[src/acc_map.vh]
// Register map, field positions and timing counts for the converter control
// Assumes an AXI4-Lite slave with 32-bit data, one register per word
`ifndef ACC_MAP_VH
`define ACC_MAP_VH
// Printed offsets are not multiples of four: they are indices
`define ACC_IDX_RES_LO   4'h4
`define ACC_IDX_RES_HI   4'h5
`define ACC_IDX_CTRL     4'h6
`define ACC_IDX_INSEL    4'h7
`define ACC_IDX_CTRL_B   4'h8
// Control/status fields
`define ACC_B_ON         7
`define ACC_B_START      6
`define ACC_B_AUTO       5
`define ACC_B_FLAG       4
`define ACC_B_IE         3
// Input selection fields
`define ACC_B_LEFT       5
// Cycle counts in converter clocks, then selection, trigger and response codes
`define ACC_FIRST_CYC    5'h19
`define ACC_NORM_CYC     5'h0d
`define ACC_SEL_BG       5'h1e
`define ACC_SEL_GND      5'h1f
`define ACC_SEL_DIFF_LO  5'h08
`define ACC_TRIG_FREE    3'h0
`define ACC_RESP_OKAY    2'h0
`define ACC_RESP_SLVERR  2'h2
`endif

[src/acc_top.v]
// Converter control: registers, prescaler, sequencer, result pair
// Assumes an AXI4-Lite master and an analog core whose sample is valid
// by the last converter clock of a conversion
//
// What this block does
// - Codes 0-7 single inputs, 1E bandgap, 1F ground
// - Codes 08-1D pick differential pair and gain
// - Selection change waits for conversion end
// - On bit powers converter, clearing aborts conversion
// - Free running: one start, then automatic
// - First conversion 25 clocks, others 13
// - Start bit reads busy; zero write ignored
// - Auto trigger starts on selected rising edge
// - Flag sets at conversion end, even while the pair is frozen
// - Interrupt request needs flag, enable, global enable
// - Vector acknowledge clears the flag
// - Writing one clears flag, zero keeps
// - Prescaler divides by 2,2,4..128
// - Right aligned result at 4 and 5
// - Low read freezes pair until high read
// - Left align bit repositions result immediately
// - Switching to free running is no trigger
// - Differential results two's complement 200-1FF
`timescale 1ns/1ps
`include "acc_map.vh"
module acc_top (
  // Clock and reset
  input  wire        CORE_CLK,
  input  wire        RST,
  // AXI4-Lite slave
  input  wire [5:0]  S_AXI_AWADDR,
  input  wire        S_AXI_AWVALID,
  output reg         S_AXI_AWREADY,
  input  wire [31:0] S_AXI_WDATA,
  input  wire [3:0]  S_AXI_WSTRB,
  input  wire        S_AXI_WVALID,
  output reg         S_AXI_WREADY,
  output reg  [1:0]  S_AXI_BRESP,
  output reg         S_AXI_BVALID,
  input  wire        S_AXI_BREADY,
  input  wire [5:0]  S_AXI_ARADDR,
  input  wire        S_AXI_ARVALID,
  output reg         S_AXI_ARREADY,
  output reg  [31:0] S_AXI_RDATA,
  output reg  [1:0]  S_AXI_RRESP,
  output reg         S_AXI_RVALID,
  input  wire        S_AXI_RREADY,
  // Processor side
  input  wire        GLOBAL_IRQ_ON,
  input  wire        IRQ_ACK,
  input  wire [7:1]  TRIG_SRC_IN,
  output reg         COMPLETE_IRQ,
  // Analog front end
  output reg  [4:0]  CHANNEL_GAIN_SELECT,
  output reg         CONVERTER_POWER,
  output reg         SAMPLE_STROBE,
  input  wire [9:0]  CORE_RESULT
);
  localparam ST_IDLE = 2'b01;
  localparam ST_CONV = 2'b10;

  reg  [7:0]  ctrl_ff;
  reg  [7:0]  insel_ff;
  reg  [2:0]  tsrc_ff;
  reg  [9:0]  res_ff;
  reg         frozen_ff;
  reg  [9:0]  hold_ff;
  reg  [1:0]  st_ff;
  reg  [4:0]  cyc_ff;
  reg         first_ff;
  reg  [6:0]  div_ff;
  reg         trig_q_ff;
  reg  [5:0]  aw_ff;
  reg         awv_ff;
  reg  [31:0] wd_ff;
  reg  [3:0]  ws_ff;
  reg         wv_ff;
  reg  [4:0]  sel_run_ff;

  wire        do_wr = awv_ff && wv_ff && !S_AXI_BVALID;
  wire [3:0]  wr_idx = aw_ff[5:2];
  wire        wr_ctl = do_wr && wr_idx == `ACC_IDX_CTRL && ws_ff[0];
  wire        wr_sel = do_wr && wr_idx == `ACC_IDX_INSEL && ws_ff[0];
  wire        wr_tsb = do_wr && wr_idx == `ACC_IDX_CTRL_B && ws_ff[0];
  wire        rd_go  = S_AXI_ARVALID && S_AXI_ARREADY;
  wire [3:0]  rd_idx = S_AXI_ARADDR[5:2];
  wire        on     = ctrl_ff[`ACC_B_ON];
  wire        busy   = st_ff == ST_CONV;
  // Enable as it stands after this edge, so an enabling start keeps busy
  wire        nxt_on = wr_ctl ? wd_ff[`ACC_B_ON] : on;

  // Prescaler: code 0 and 1 both divide by two
  reg  [6:0]  div_mask;
  always @* begin
    case (ctrl_ff[2:0])
      3'h0, 3'h1: div_mask = 7'h01;
      3'h2: div_mask = 7'h03;
      3'h3: div_mask = 7'h07;
      3'h4: div_mask = 7'h0f;
      3'h5: div_mask = 7'h1f;
      3'h6: div_mask = 7'h3f;
      default: div_mask = 7'h7f;
    endcase
  end
  wire tick = on && ((div_ff & div_mask) == div_mask);

  always @(posedge CORE_CLK or posedge RST) begin
    if (RST) begin
      div_ff <= 7'h00;
    end else if (!on) begin
      div_ff <= 7'h00;
    end else begin
      div_ff <= div_ff + 7'h01;
    end
  end

  // Trigger source: 0 is free running, which reuses the flag
  wire [7:0] trig_all  = {TRIG_SRC_IN, ctrl_ff[`ACC_B_FLAG]};
  wire       trig_sel  = trig_all[tsrc_ff];
  wire       trig_edge = trig_sel && !trig_q_ff;
  wire auto_go = ctrl_ff[`ACC_B_AUTO] && trig_edge && on;

  wire sw_start = wr_ctl && wd_ff[`ACC_B_START] && wd_ff[`ACC_B_ON];
  wire done = busy && tick && cyc_ff == 5'h01;
  wire launch = !busy && (sw_start || auto_go || ctrl_ff[`ACC_B_START]
                && on);

  // Sequencer
  always @(posedge CORE_CLK or posedge RST) begin
    if (RST) begin
      st_ff      <= ST_IDLE;
      cyc_ff     <= 5'h00;
      first_ff   <= 1'b1;
      sel_run_ff <= 5'h00;
    end else begin
      // Launch below overrides, so an enabling start counts as first
      if (!on) begin
        first_ff <= 1'b1;
      end
      case (st_ff)
        ST_IDLE: begin
          if (launch) begin
            st_ff      <= ST_CONV;
            cyc_ff     <= first_ff ? `ACC_FIRST_CYC : `ACC_NORM_CYC;
            first_ff   <= 1'b0;
            sel_run_ff <= insel_ff[4:0];
          end
        end
        ST_CONV: begin
          if (!on) begin
            st_ff <= ST_IDLE;
          end else if (tick) begin
            cyc_ff <= cyc_ff - 5'h01;
            if (cyc_ff == 5'h01) begin
              st_ff <= ST_IDLE;
            end
          end
        end
        default: st_ff <= ST_IDLE;
      endcase
    end
  end

  // Control/status register
  always @(posedge CORE_CLK or posedge RST) begin
    if (RST) begin
      ctrl_ff   <= 8'h00;
      insel_ff  <= 8'h00;
      tsrc_ff   <= 3'h0;
      trig_q_ff <= 1'b0;
    end else begin
      // Switching to free running reloads history, so no edge appears
      if (wr_tsb && wd_ff[2:0] == `ACC_TRIG_FREE) begin
        trig_q_ff <= ctrl_ff[`ACC_B_FLAG];
      end else begin
        trig_q_ff <= trig_sel;
      end
      if (wr_ctl) begin
        ctrl_ff[`ACC_B_ON]   <= wd_ff[`ACC_B_ON];
        ctrl_ff[`ACC_B_AUTO] <= wd_ff[`ACC_B_AUTO];
        ctrl_ff[`ACC_B_IE]   <= wd_ff[`ACC_B_IE];
        ctrl_ff[2:0]         <= wd_ff[2:0];
      end
      if (wr_sel) begin
        insel_ff <= wd_ff[7:0];
      end
      if (wr_tsb) begin
        tsrc_ff <= wd_ff[2:0];
      end
      // Start bit: set by software one, cleared at end or abort
      if (done || !nxt_on) begin
        ctrl_ff[`ACC_B_START] <= 1'b0;
      end else if ((wr_ctl && wd_ff[`ACC_B_START]) || launch) begin
        ctrl_ff[`ACC_B_START] <= 1'b1;
      end
      // Completion set wins over both clears
      if (done) begin
        ctrl_ff[`ACC_B_FLAG] <= 1'b1;
      end else if (IRQ_ACK || (wr_ctl && wd_ff[`ACC_B_FLAG])) begin
        ctrl_ff[`ACC_B_FLAG] <= 1'b0;
      end
    end
  end

  // Result pair; reading low freezes it until high is read
  always @(posedge CORE_CLK or posedge RST) begin
    if (RST) begin
      res_ff    <= 10'h000;
      hold_ff   <= 10'h000;
      frozen_ff <= 1'b0;
    end else begin
      if (done) begin
        hold_ff <= CORE_RESULT;
      end
      if (rd_go && rd_idx == `ACC_IDX_RES_LO) begin
        frozen_ff <= 1'b1;
      end else if (rd_go && rd_idx == `ACC_IDX_RES_HI) begin
        frozen_ff <= 1'b0;
      end
      if (done && !frozen_ff) begin
        res_ff <= CORE_RESULT;
      end else if (!frozen_ff && !done) begin
        res_ff <= hold_ff;
      end
    end
  end

  // Alignment applies at read time, so a change shows at once
  wire left = insel_ff[`ACC_B_LEFT];
  wire [7:0] lo_v = left ? {res_ff[1:0], 6'h00} : res_ff[7:0];
  wire [7:0] hi_v = left ? res_ff[9:2] : {6'h00, res_ff[9:8]};

  reg [7:0] rd_v;
  reg       rd_ok;
  always @* begin
    rd_ok = 1'b1;
    case (rd_idx)
      `ACC_IDX_RES_LO: rd_v = lo_v;
      `ACC_IDX_RES_HI: rd_v = hi_v;
      `ACC_IDX_CTRL:   rd_v = ctrl_ff;
      `ACC_IDX_INSEL:  rd_v = insel_ff;
      `ACC_IDX_CTRL_B: rd_v = {5'h00, tsrc_ff};
      default: begin
        rd_v  = 8'h00;
        rd_ok = 1'b0;
      end
    endcase
  end

  // AXI write: address and data latched in either order
  always @(posedge CORE_CLK or posedge RST) begin
    if (RST) begin
      S_AXI_AWREADY <= 1'b0;
      S_AXI_WREADY  <= 1'b0;
      S_AXI_BVALID  <= 1'b0;
      S_AXI_BRESP   <= `ACC_RESP_OKAY;
      aw_ff         <= 6'h00;
      awv_ff        <= 1'b0;
      wd_ff         <= 32'h00000000;
      ws_ff         <= 4'h0;
      wv_ff         <= 1'b0;
    end else begin
      S_AXI_AWREADY <= !awv_ff && !S_AXI_AWREADY && S_AXI_AWVALID;
      S_AXI_WREADY  <= !wv_ff && !S_AXI_WREADY && S_AXI_WVALID;
      if (S_AXI_AWVALID && S_AXI_AWREADY) begin
        aw_ff  <= S_AXI_AWADDR;
        awv_ff <= 1'b1;
      end
      if (S_AXI_WVALID && S_AXI_WREADY) begin
        wd_ff  <= S_AXI_WDATA;
        ws_ff  <= S_AXI_WSTRB;
        wv_ff  <= 1'b1;
      end
      if (do_wr) begin
        awv_ff       <= 1'b0;
        wv_ff        <= 1'b0;
        S_AXI_BVALID <= 1'b1;
        S_AXI_BRESP  <= (wr_idx == `ACC_IDX_CTRL || wr_idx == `ACC_IDX_INSEL
                        || wr_idx == `ACC_IDX_CTRL_B
                        || wr_idx == `ACC_IDX_RES_LO
                        || wr_idx == `ACC_IDX_RES_HI)
                        ? `ACC_RESP_OKAY : `ACC_RESP_SLVERR;
      end else if (S_AXI_BREADY) begin
        S_AXI_BVALID <= 1'b0;
      end
    end
  end

  // AXI read
  always @(posedge CORE_CLK or posedge RST) begin
    if (RST) begin
      S_AXI_ARREADY <= 1'b0;
      S_AXI_RVALID  <= 1'b0;
      S_AXI_RDATA   <= 32'h00000000;
      S_AXI_RRESP   <= `ACC_RESP_OKAY;
    end else begin
      S_AXI_ARREADY <= S_AXI_ARVALID && !S_AXI_ARREADY && !S_AXI_RVALID;
      if (rd_go) begin
        S_AXI_RVALID <= 1'b1;
        S_AXI_RDATA  <= {24'h000000, rd_v};
        S_AXI_RRESP  <= rd_ok ? `ACC_RESP_OKAY : `ACC_RESP_SLVERR;
      end else if (S_AXI_RREADY) begin
        S_AXI_RVALID <= 1'b0;
      end
    end
  end

  // Outputs; selection follows the register when idle and is held from launch, so mid-run writes wait
  always @(posedge CORE_CLK or posedge RST) begin
    if (RST) begin
      COMPLETE_IRQ        <= 1'b0;
      CHANNEL_GAIN_SELECT <= 5'h00;
      CONVERTER_POWER     <= 1'b0;
      SAMPLE_STROBE       <= 1'b0;
    end else begin
      COMPLETE_IRQ <= ctrl_ff[`ACC_B_FLAG] && ctrl_ff[`ACC_B_IE]
                      && GLOBAL_IRQ_ON;
      CHANNEL_GAIN_SELECT <= busy ? sel_run_ff : insel_ff[4:0];
      CONVERTER_POWER     <= nxt_on;
      SAMPLE_STROBE       <= launch;
    end
  end
endmodule // acc_top

[config.mk]
export PLATFORM = sky130hd
export DESIGN_NAME = acc_top
export DESIGN_NICKNAME = d
export VERILOG_FILES = /design/src/acc_top.v
export VERILOG_INCLUDE_DIRS = /design/src
export SDC_FILE = /design/constraint.sdc
export NUM_CORES = 1
export LEC_CHECK = 0
export ABC_CLOCK_PERIOD_IN_PS = 3990
export BUFFER_PORTS_ARGS = -buffer_cell sky130_fd_sc_hd__buf_2
export CAP_MARGIN = 20
export CELL_PAD_IN_SITES_DETAIL_PLACEMENT = 1
export CELL_PAD_IN_SITES_GLOBAL_PLACEMENT = 2
export CORE_MARGIN = 4
export CORE_UTILIZATION = 34
export CTS_BUF_LIST = sky130_fd_sc_hd__clkbuf_2 sky130_fd_sc_hd__clkbuf_4 sky130_fd_sc_hd__clkbuf_8
export DETAILED_ROUTE_END_ITERATION = 7
export GPL_TIMING_DRIVEN = 0
export PLACE_DENSITY = 0.91
export SLEW_MARGIN = 25
export SYNTH_ARGS = -nofsm -noshare
export SYNTH_HDL_FRONTEND = slang
export SYNTH_SLANG_ARGS = --single-unit
[constraint.sdc]
create_clock -name CORE_CLK -period 3.99 [get_ports CORE_CLK]
set_clock_uncertainty 0.1 [all_clocks]
set_input_delay 0.798 -clock CORE_CLK [delete_from_list [all_inputs] [get_ports CORE_CLK]]
set_output_delay 0.798 -clock CORE_CLK [all_outputs]
set_load 0.01 [all_outputs]
==> metrics.txt, run 1 <==
vias 3745; vias in the first global route 4030; terminus of the critical flop-to-flop path res_ff[3]$_DFFE_PP0P_; total CTS buffers 9; Worst Path Arrival 2.49 ns; Top FF cell, synth dfrtp_1; synth warn 0; die height 126 um; DP Wirelength 9430 um; CP endpoint kind flip-flop; clk buf depth 2; PostCTS Resize Cnt 0; Distinct cells, synth 61; CP max-delay cell o32ai_2; Post-synth EDFFs 0; H-tree depth 3; Worst Max-Slew Pin Slew 0.608 ns; Clk network pwr share 0.245; sequential-to-total area share from yosys stat 0.520; placed inst area 5380 um^2; Worst Path Buf+Inv 1; fillers 1559; Register Area 2450 um^2; Initial DRC Count 200; Final setup viols 0; final wirelength 12400 um; Peak VDD IR 0.198 mV; FF-to-FF path depth 5; total global-route track usage 0.159; LEAKAGE 2.57 nW; most common cell in the synthesized netlist dfrtp_1; worst-path fanout max 10; initial antenna violation count 0; Antenna Nets Post-Route 0; Psw 910 uW; CP max stage delay 0.59 ns; Pre-antenna DRT Iters 4; sequential share of power 0.520; post-DR wirelength/cell 16.9 um; first-pass GRT wire length 20200 um; mapped cell area 4720 um^2; Pins Over Slew Limit 0; Post-Layout Inst Area 5580 um^2; combinational power share 0.234; multi-input combinational cell area 2010 um^2; CP top delay family compound AO/OA/AOI/OAI gates; Max transition margin 0.595; hold_buf cts 0; GRT Residual Overflow 0; Net Sw Frac 0.334; Setup Buffers After CTS 0; Via density 5.11; Port Buffers 64; die area 15800 um^2; internal power 1.82 mW; Synth top cells by count dfrtp_1, nand2_1, mux2_2; fin crit share 0.574; largest net degree at the start of global routing 66; io pins 123; Initial Utilization 0.352; Clock Pin Slew Worst Setup and Hold Paths 0.09 ns; drt drc 0; Synth top area share 0.509; Die Width 126 um; clk_lat worst skew 0.38 ns; crit-path cells a21boi_0, o32ai_2, clkbuf_1, nand4_1, a31oi_1; synthesized flop and latch total 98; Critical R2R Launch ctrl_ff[1]$_DFFE_PP0N_; Synth area leader dfrtp_1; top cells by area, synth dfrtp_1, mux2_2, nand2_1, buf_4, a31oi_1; clock period minus worst slack 2.29 ns; Crit path required time 4.19 ns; CP startpoint kind flip-flop; FMAX 437 MHz; status finished, final reports clean; Pwr Total 2.73 mW; core area 13400 um^2; num rows 42; Crit Path Class flip-flop to flip-flop; CTS tree done; maxcap violations 0; Power Density 488 nW/um^2; Clock Sinks 98; Nets 629; antenna diode count 0; RSZ-0062 raised after global routing false; layout cell share with drive strength beyond 1 0.275; final hold vios 0; Hold Path Class primary input to asynchronous set/reset pin; Layout Area Growth over Synthesis 18.4%; Routability Congestion 0.870; Cells after Synth 451; average size of a mapped cell 10.5 um^2; Post-synth ARST share 1.00; root buffer cell clkbuf_8; R2R Setup Slk 1.70 ns
[worst register-to-register path, stage by stage, from the launching register on]
cell and delay, ns:
dfrtp_1 0.47, a21boi_0 0.19, o32ai_2 0.59, clkbuf_1 0.45, nand4_1 0.22, a31oi_1 0.21
[layer usage]
layer  track usage  share of wire
met1         0.206           0.45
met2         0.264           0.49
met3        0.0305          0.042
met4        0.0593          0.022
met5             0              0
[flip-flops by register name, summed over array words and instances (netlist names), 4 cells and up]
name / cells
hold_ff: 10
res_ff: 10
S_AXI_RDATA: 8
ctrl_ff: 8
insel_ff: 8
wd_ff: 8
div_ff: 7
CHANNEL_GAIN_SELECT: 5
cyc_ff: 5
sel_run_ff: 5
aw_ff: 4
[metrics by stage]
step	TNS (ns)	hold slack, ns	std cells	util	setup WS (ns)
floorplan	0	0.335	476	-	0.533
global placement	-52.35	0.340	716	0.399	-0.550
detailed placement	0	0.355	717	0.402	1.36
CTS	0	0.287	733	0.417	1.68
global route	0	0.301	733	0.417	1.54
finish	0	0.286	733	0.417	1.70
[how the worst max path moves through the flow]
| stage | to | cells past startpoint | startpoint | slack [ns] |
|---|---|---|---|---|
| finish | res_ff[3]$_DFFE_PP0P_ | 5 | ctrl_ff[1]$_DFFE_PP0N_ | 1.70 |
| global route | res_ff[1]$_DFFE_PP0P_ | 6 | ctrl_ff[1]$_DFFE_PP0N_ | 1.54 |
| CTS | sel_run_ff[2]$_DFFE_PP0P_ | 6 | tsrc_ff[0]$_DFFE_PP0P_ | 1.68 |
| detailed placement | sel_run_ff[2]$_DFFE_PP0P_ | 6 | TRIG_SRC_IN[1] | 1.36 |
| global placement | S_AXI_RDATA[4]$_DFFE_PP0P_ | 2 | RST | -0.55 |
| floorplan | CHANNEL_GAIN_SELECT[0]$_DFF_PP0_ | 1 | RST | 0.53 |
[area by class of cell]
class,instances,share of cell area
Timing Repair Buffer,65,0.0623
Clock buffer,11,0.0260
Tap cell,176,0.0394
Inverter,11,0.00829
Multi-Input combinational cell,317,0.361
Buffer,50,0.0540
Clock inverter,5,0.00964
Sequential cell,98,0.440
[power groups by stage]
stage | clock [mW] | sequential, mW | combinational [mW]
after detailed placement | 0 | 1.44 | 0.646
after global routing | 0.727 | 1.45 | 0.715
after floorplan | 0 | 1.37 | 0.432
after CTS | 0.690 | 1.42 | 0.650
final | 0.669 | 1.42 | 0.639
after global placement | 0 | 1.43 | 0.619
[cell families after synthesis]
family          Yosys count  synth area share
compound gates           86             0.128
xor+xnor                  5           0.00928
fa+ha+maj                 3           0.00796
buf+inv                  61            0.0727
flops                    98             0.520
mux                      38            0.0912
other cells               1          0.000795
simple gates            159             0.170
[cells in the final DEF, fill, tap and decap left out, types with 7 or more instances in the layout]
master	count
nand2_1	64
mux2i_1	7
o21ai_0	17
clkbuf_8	10
clkbuf_1	21
dfrtp_1	96
a31oi_1	15
and2_1	8
nor3_1	10
nand4_1	13
buf_2	65
inv_1	10
nor2_1	18
buf_4	26
o31ai_1	12
mux2_2	30
conb_1	26
nand3_1	13
a21oi_1	11
Note: power is estimated with default switching activity, not from simulation.
==> run 2, diff against run 1 <==
--- a/config.mk
+++ b/config.mk
@@ -6,7 +6,7 @@
 export SDC_FILE = /design/constraint.sdc
 export NUM_CORES = 1
 export LEC_CHECK = 0
-export ABC_CLOCK_PERIOD_IN_PS = 3990
+export ABC_CLOCK_PERIOD_IN_PS = 2260
 export BUFFER_PORTS_ARGS = -buffer_cell sky130_fd_sc_hd__buf_2
 export CAP_MARGIN = 20
 export CELL_PAD_IN_SITES_DETAIL_PLACEMENT = 1
==> constraint.sdc (replaced) <==
create_clock -name CORE_CLK -period 2.26 [get_ports CORE_CLK]
set_clock_uncertainty 0.1 [all_clocks]
set_input_delay 0.452 -clock CORE_CLK [delete_from_list [all_inputs] [get_ports CORE_CLK]]
set_output_delay 0.452 -clock CORE_CLK [all_outputs]
set_load 0.01 [all_outputs]
==> metrics.txt, run 2 (synthesized netlist as in run 1, its figures left out) <==
status finished, final reports clean; placed inst area 5420 um^2; most common cell after layout, fill and taps aside dfrtp_1; CP startpoint kind flip-flop; die area 15800 um^2; num rows 42; LEAKAGE 2.61 nW; Hold Path Class primary input to asynchronous set/reset pin; CP max-delay cell mux4_2; sequential share of power 0.510; Net Sw Frac 0.331; Crit Path Class flip-flop to flip-flop; layout cell share with drive strength beyond 1 0.292; FMAX 454 MHz; crit-path cells buf_6, mux2i_1, mux4_2, o211ai_4, buf_6, mux2_2; Post-Layout Cell Count 735; Die Width 126 um; fillers 1554; drt drc 0; Initial Utilization 0.352; root buffer cell clkbuf_8; Routability Congestion 0.845; Initial DRC Count 221; die height 126 um; Peak VDD IR 0.294 mV; multi-input combinational cell area 2050 um^2; Worst Path Arrival 2.36 ns; final hold vios 0; most frequent CP cell buf_6; Port Buffers 64; clk buf depth 2; Psw 1.63 mW; total global-route track usage 0.163; H-tree depth 3; Clk network pwr share 0.255; Worst Max-Slew Pin Slew 0.601 ns; Clock Pin Slew Worst Setup and Hold Paths 0.09 ns; Clock Sinks 98; Power Density 865 nW/um^2; Crit path required time 2.41 ns; Post-Layout Inst Area 5690 um^2; hold_buf cts 0; maxcap violations 0; antenna diode count 0; fin crit share 0.976; vias 3728; DP Cell Count 719; combinational power share 0.236; GRT Residual Overflow 0; Max transition margin 0.600; CP endpoint kind flip-flop; Largest regs hold_ff (10), res_ff (10); clock period minus worst slack 2.21 ns; CP max stage delay 0.55 ns; worst-path fanout max 10; internal power 3.29 mW; final wirelength 12500 um; Final setup viols 0; largest net degree at the start of global routing 33; Via density 5.07; clk_lat worst skew 0.36 ns; core area 13400 um^2; Layout Area Growth over Synthesis 20.6%; io pins 123; Pins Over Slew Limit 0; vias in the first global route 4028; most frequent cells in the layout dfrtp_1, buf_2, nand2_1; Pre-antenna DRT Iters 4; Nets 631; initial antenna violation count 0; Register Area 2450 um^2; total CTS buffers 9; DP Wirelength 9570 um; CTS tree done; Antenna Nets Post-Route 0; first-pass GRT wire length 20900 um; post-DR wirelength/cell 17.1 um
==> run 2: cell count changes in the layout (fill, tap and decap cells not counted), sizes merged <==
cell and change:
buf +4, clkbuf -4, bufinv +1, clkinvlp +1
==> run 2: routing by layer <==
metal  track usage  part of all wire
met5             0                 0
met1         0.216              0.45
met4        0.0467             0.010
met2         0.272              0.50
met3        0.0313             0.046
==> run 2: timing repair <==
item                       4_1_cts  5_1_grt
pin swaps                        1        1
setup endpoints to repair       12       27
resized for setup                3       10
buffers inserted                 0        2
==> run 2: layout make-up <==
class                   instances  area share
clock inverters                 7      0.0163
multi-input cells             317       0.360
repair buffers                 69      0.0708
clock buffers                   9      0.0218
inverters                      11     0.00792
plain buffers                  48      0.0526
flip-flops and latches         98       0.432
well taps                     176      0.0387
==> run 2: critical path, delay by kind of cell, from the launching register on <==
kind / cells / cell delay, ns
mux: 3 / 1.01
buf+inv: 2 / 0.33
flops: 1 / 0.38
compound gates: 1 / 0.28
==> run 2: worst paths after layout <==
| kind | start | end | slack, ns | cells past startpoint |
|---|---|---|---|---|
| setup / recovery | tsrc_ff[0]$_DFFE_PP0P_ | sel_run_ff[1]$_DFFE_PP0P_ | 0.05 | 6 |
| hold / removal | RST | tsrc_ff[1]$_DFFE_PP0P_ | 0.02 | 2 |
| setup reg to reg | tsrc_ff[0]$_DFFE_PP0P_ | sel_run_ff[1]$_DFFE_PP0P_ | 0.05 | 6 |
| hold reg to reg | S_AXI_ARREADY$_DFF_PP0_ | S_AXI_ARREADY$_DFF_PP0_ | 0.36 | 1 |
| max in group asynchronous | RST | st_ff[0]$_DFFE_PP1P_ | 1.23 | 4 |
| min in group CORE_CLK | S_AXI_RREADY | S_AXI_RVALID$_DFFE_PP0P_ | 0.16 | 2 |
==> run 2: metrics by stage <==
stage	setup TNS [ns]	worst slack (ns)	power, mW	hold WS [ns]	utilization
floorplan	0	0.230	3.18	0.335	-
global placement	-9.05	-0.0998	3.60	0.339	0.400
detailed placement	-0.334	-0.0662	3.67	0.359	0.405
CTS	0	0.00778	4.95	0.0233	0.422
global route	-0.00228	-0.00228	5.22	0.0514	0.424
finish	0	0.0550	4.92	0.0227	0.424
==> run 2: power by group through the flow <==
stage	Sequential [mW]	Clock, mW	Combinational, mW
6_report	2.51	1.25	1.16
5_1_grt	2.57	1.36	1.30
4_1_cts	2.51	1.28	1.17
3_5_place_dp	2.53	0	1.14
3_3_place_gp	2.52	0	1.09
2_1_floorplan	2.42	0	0.764
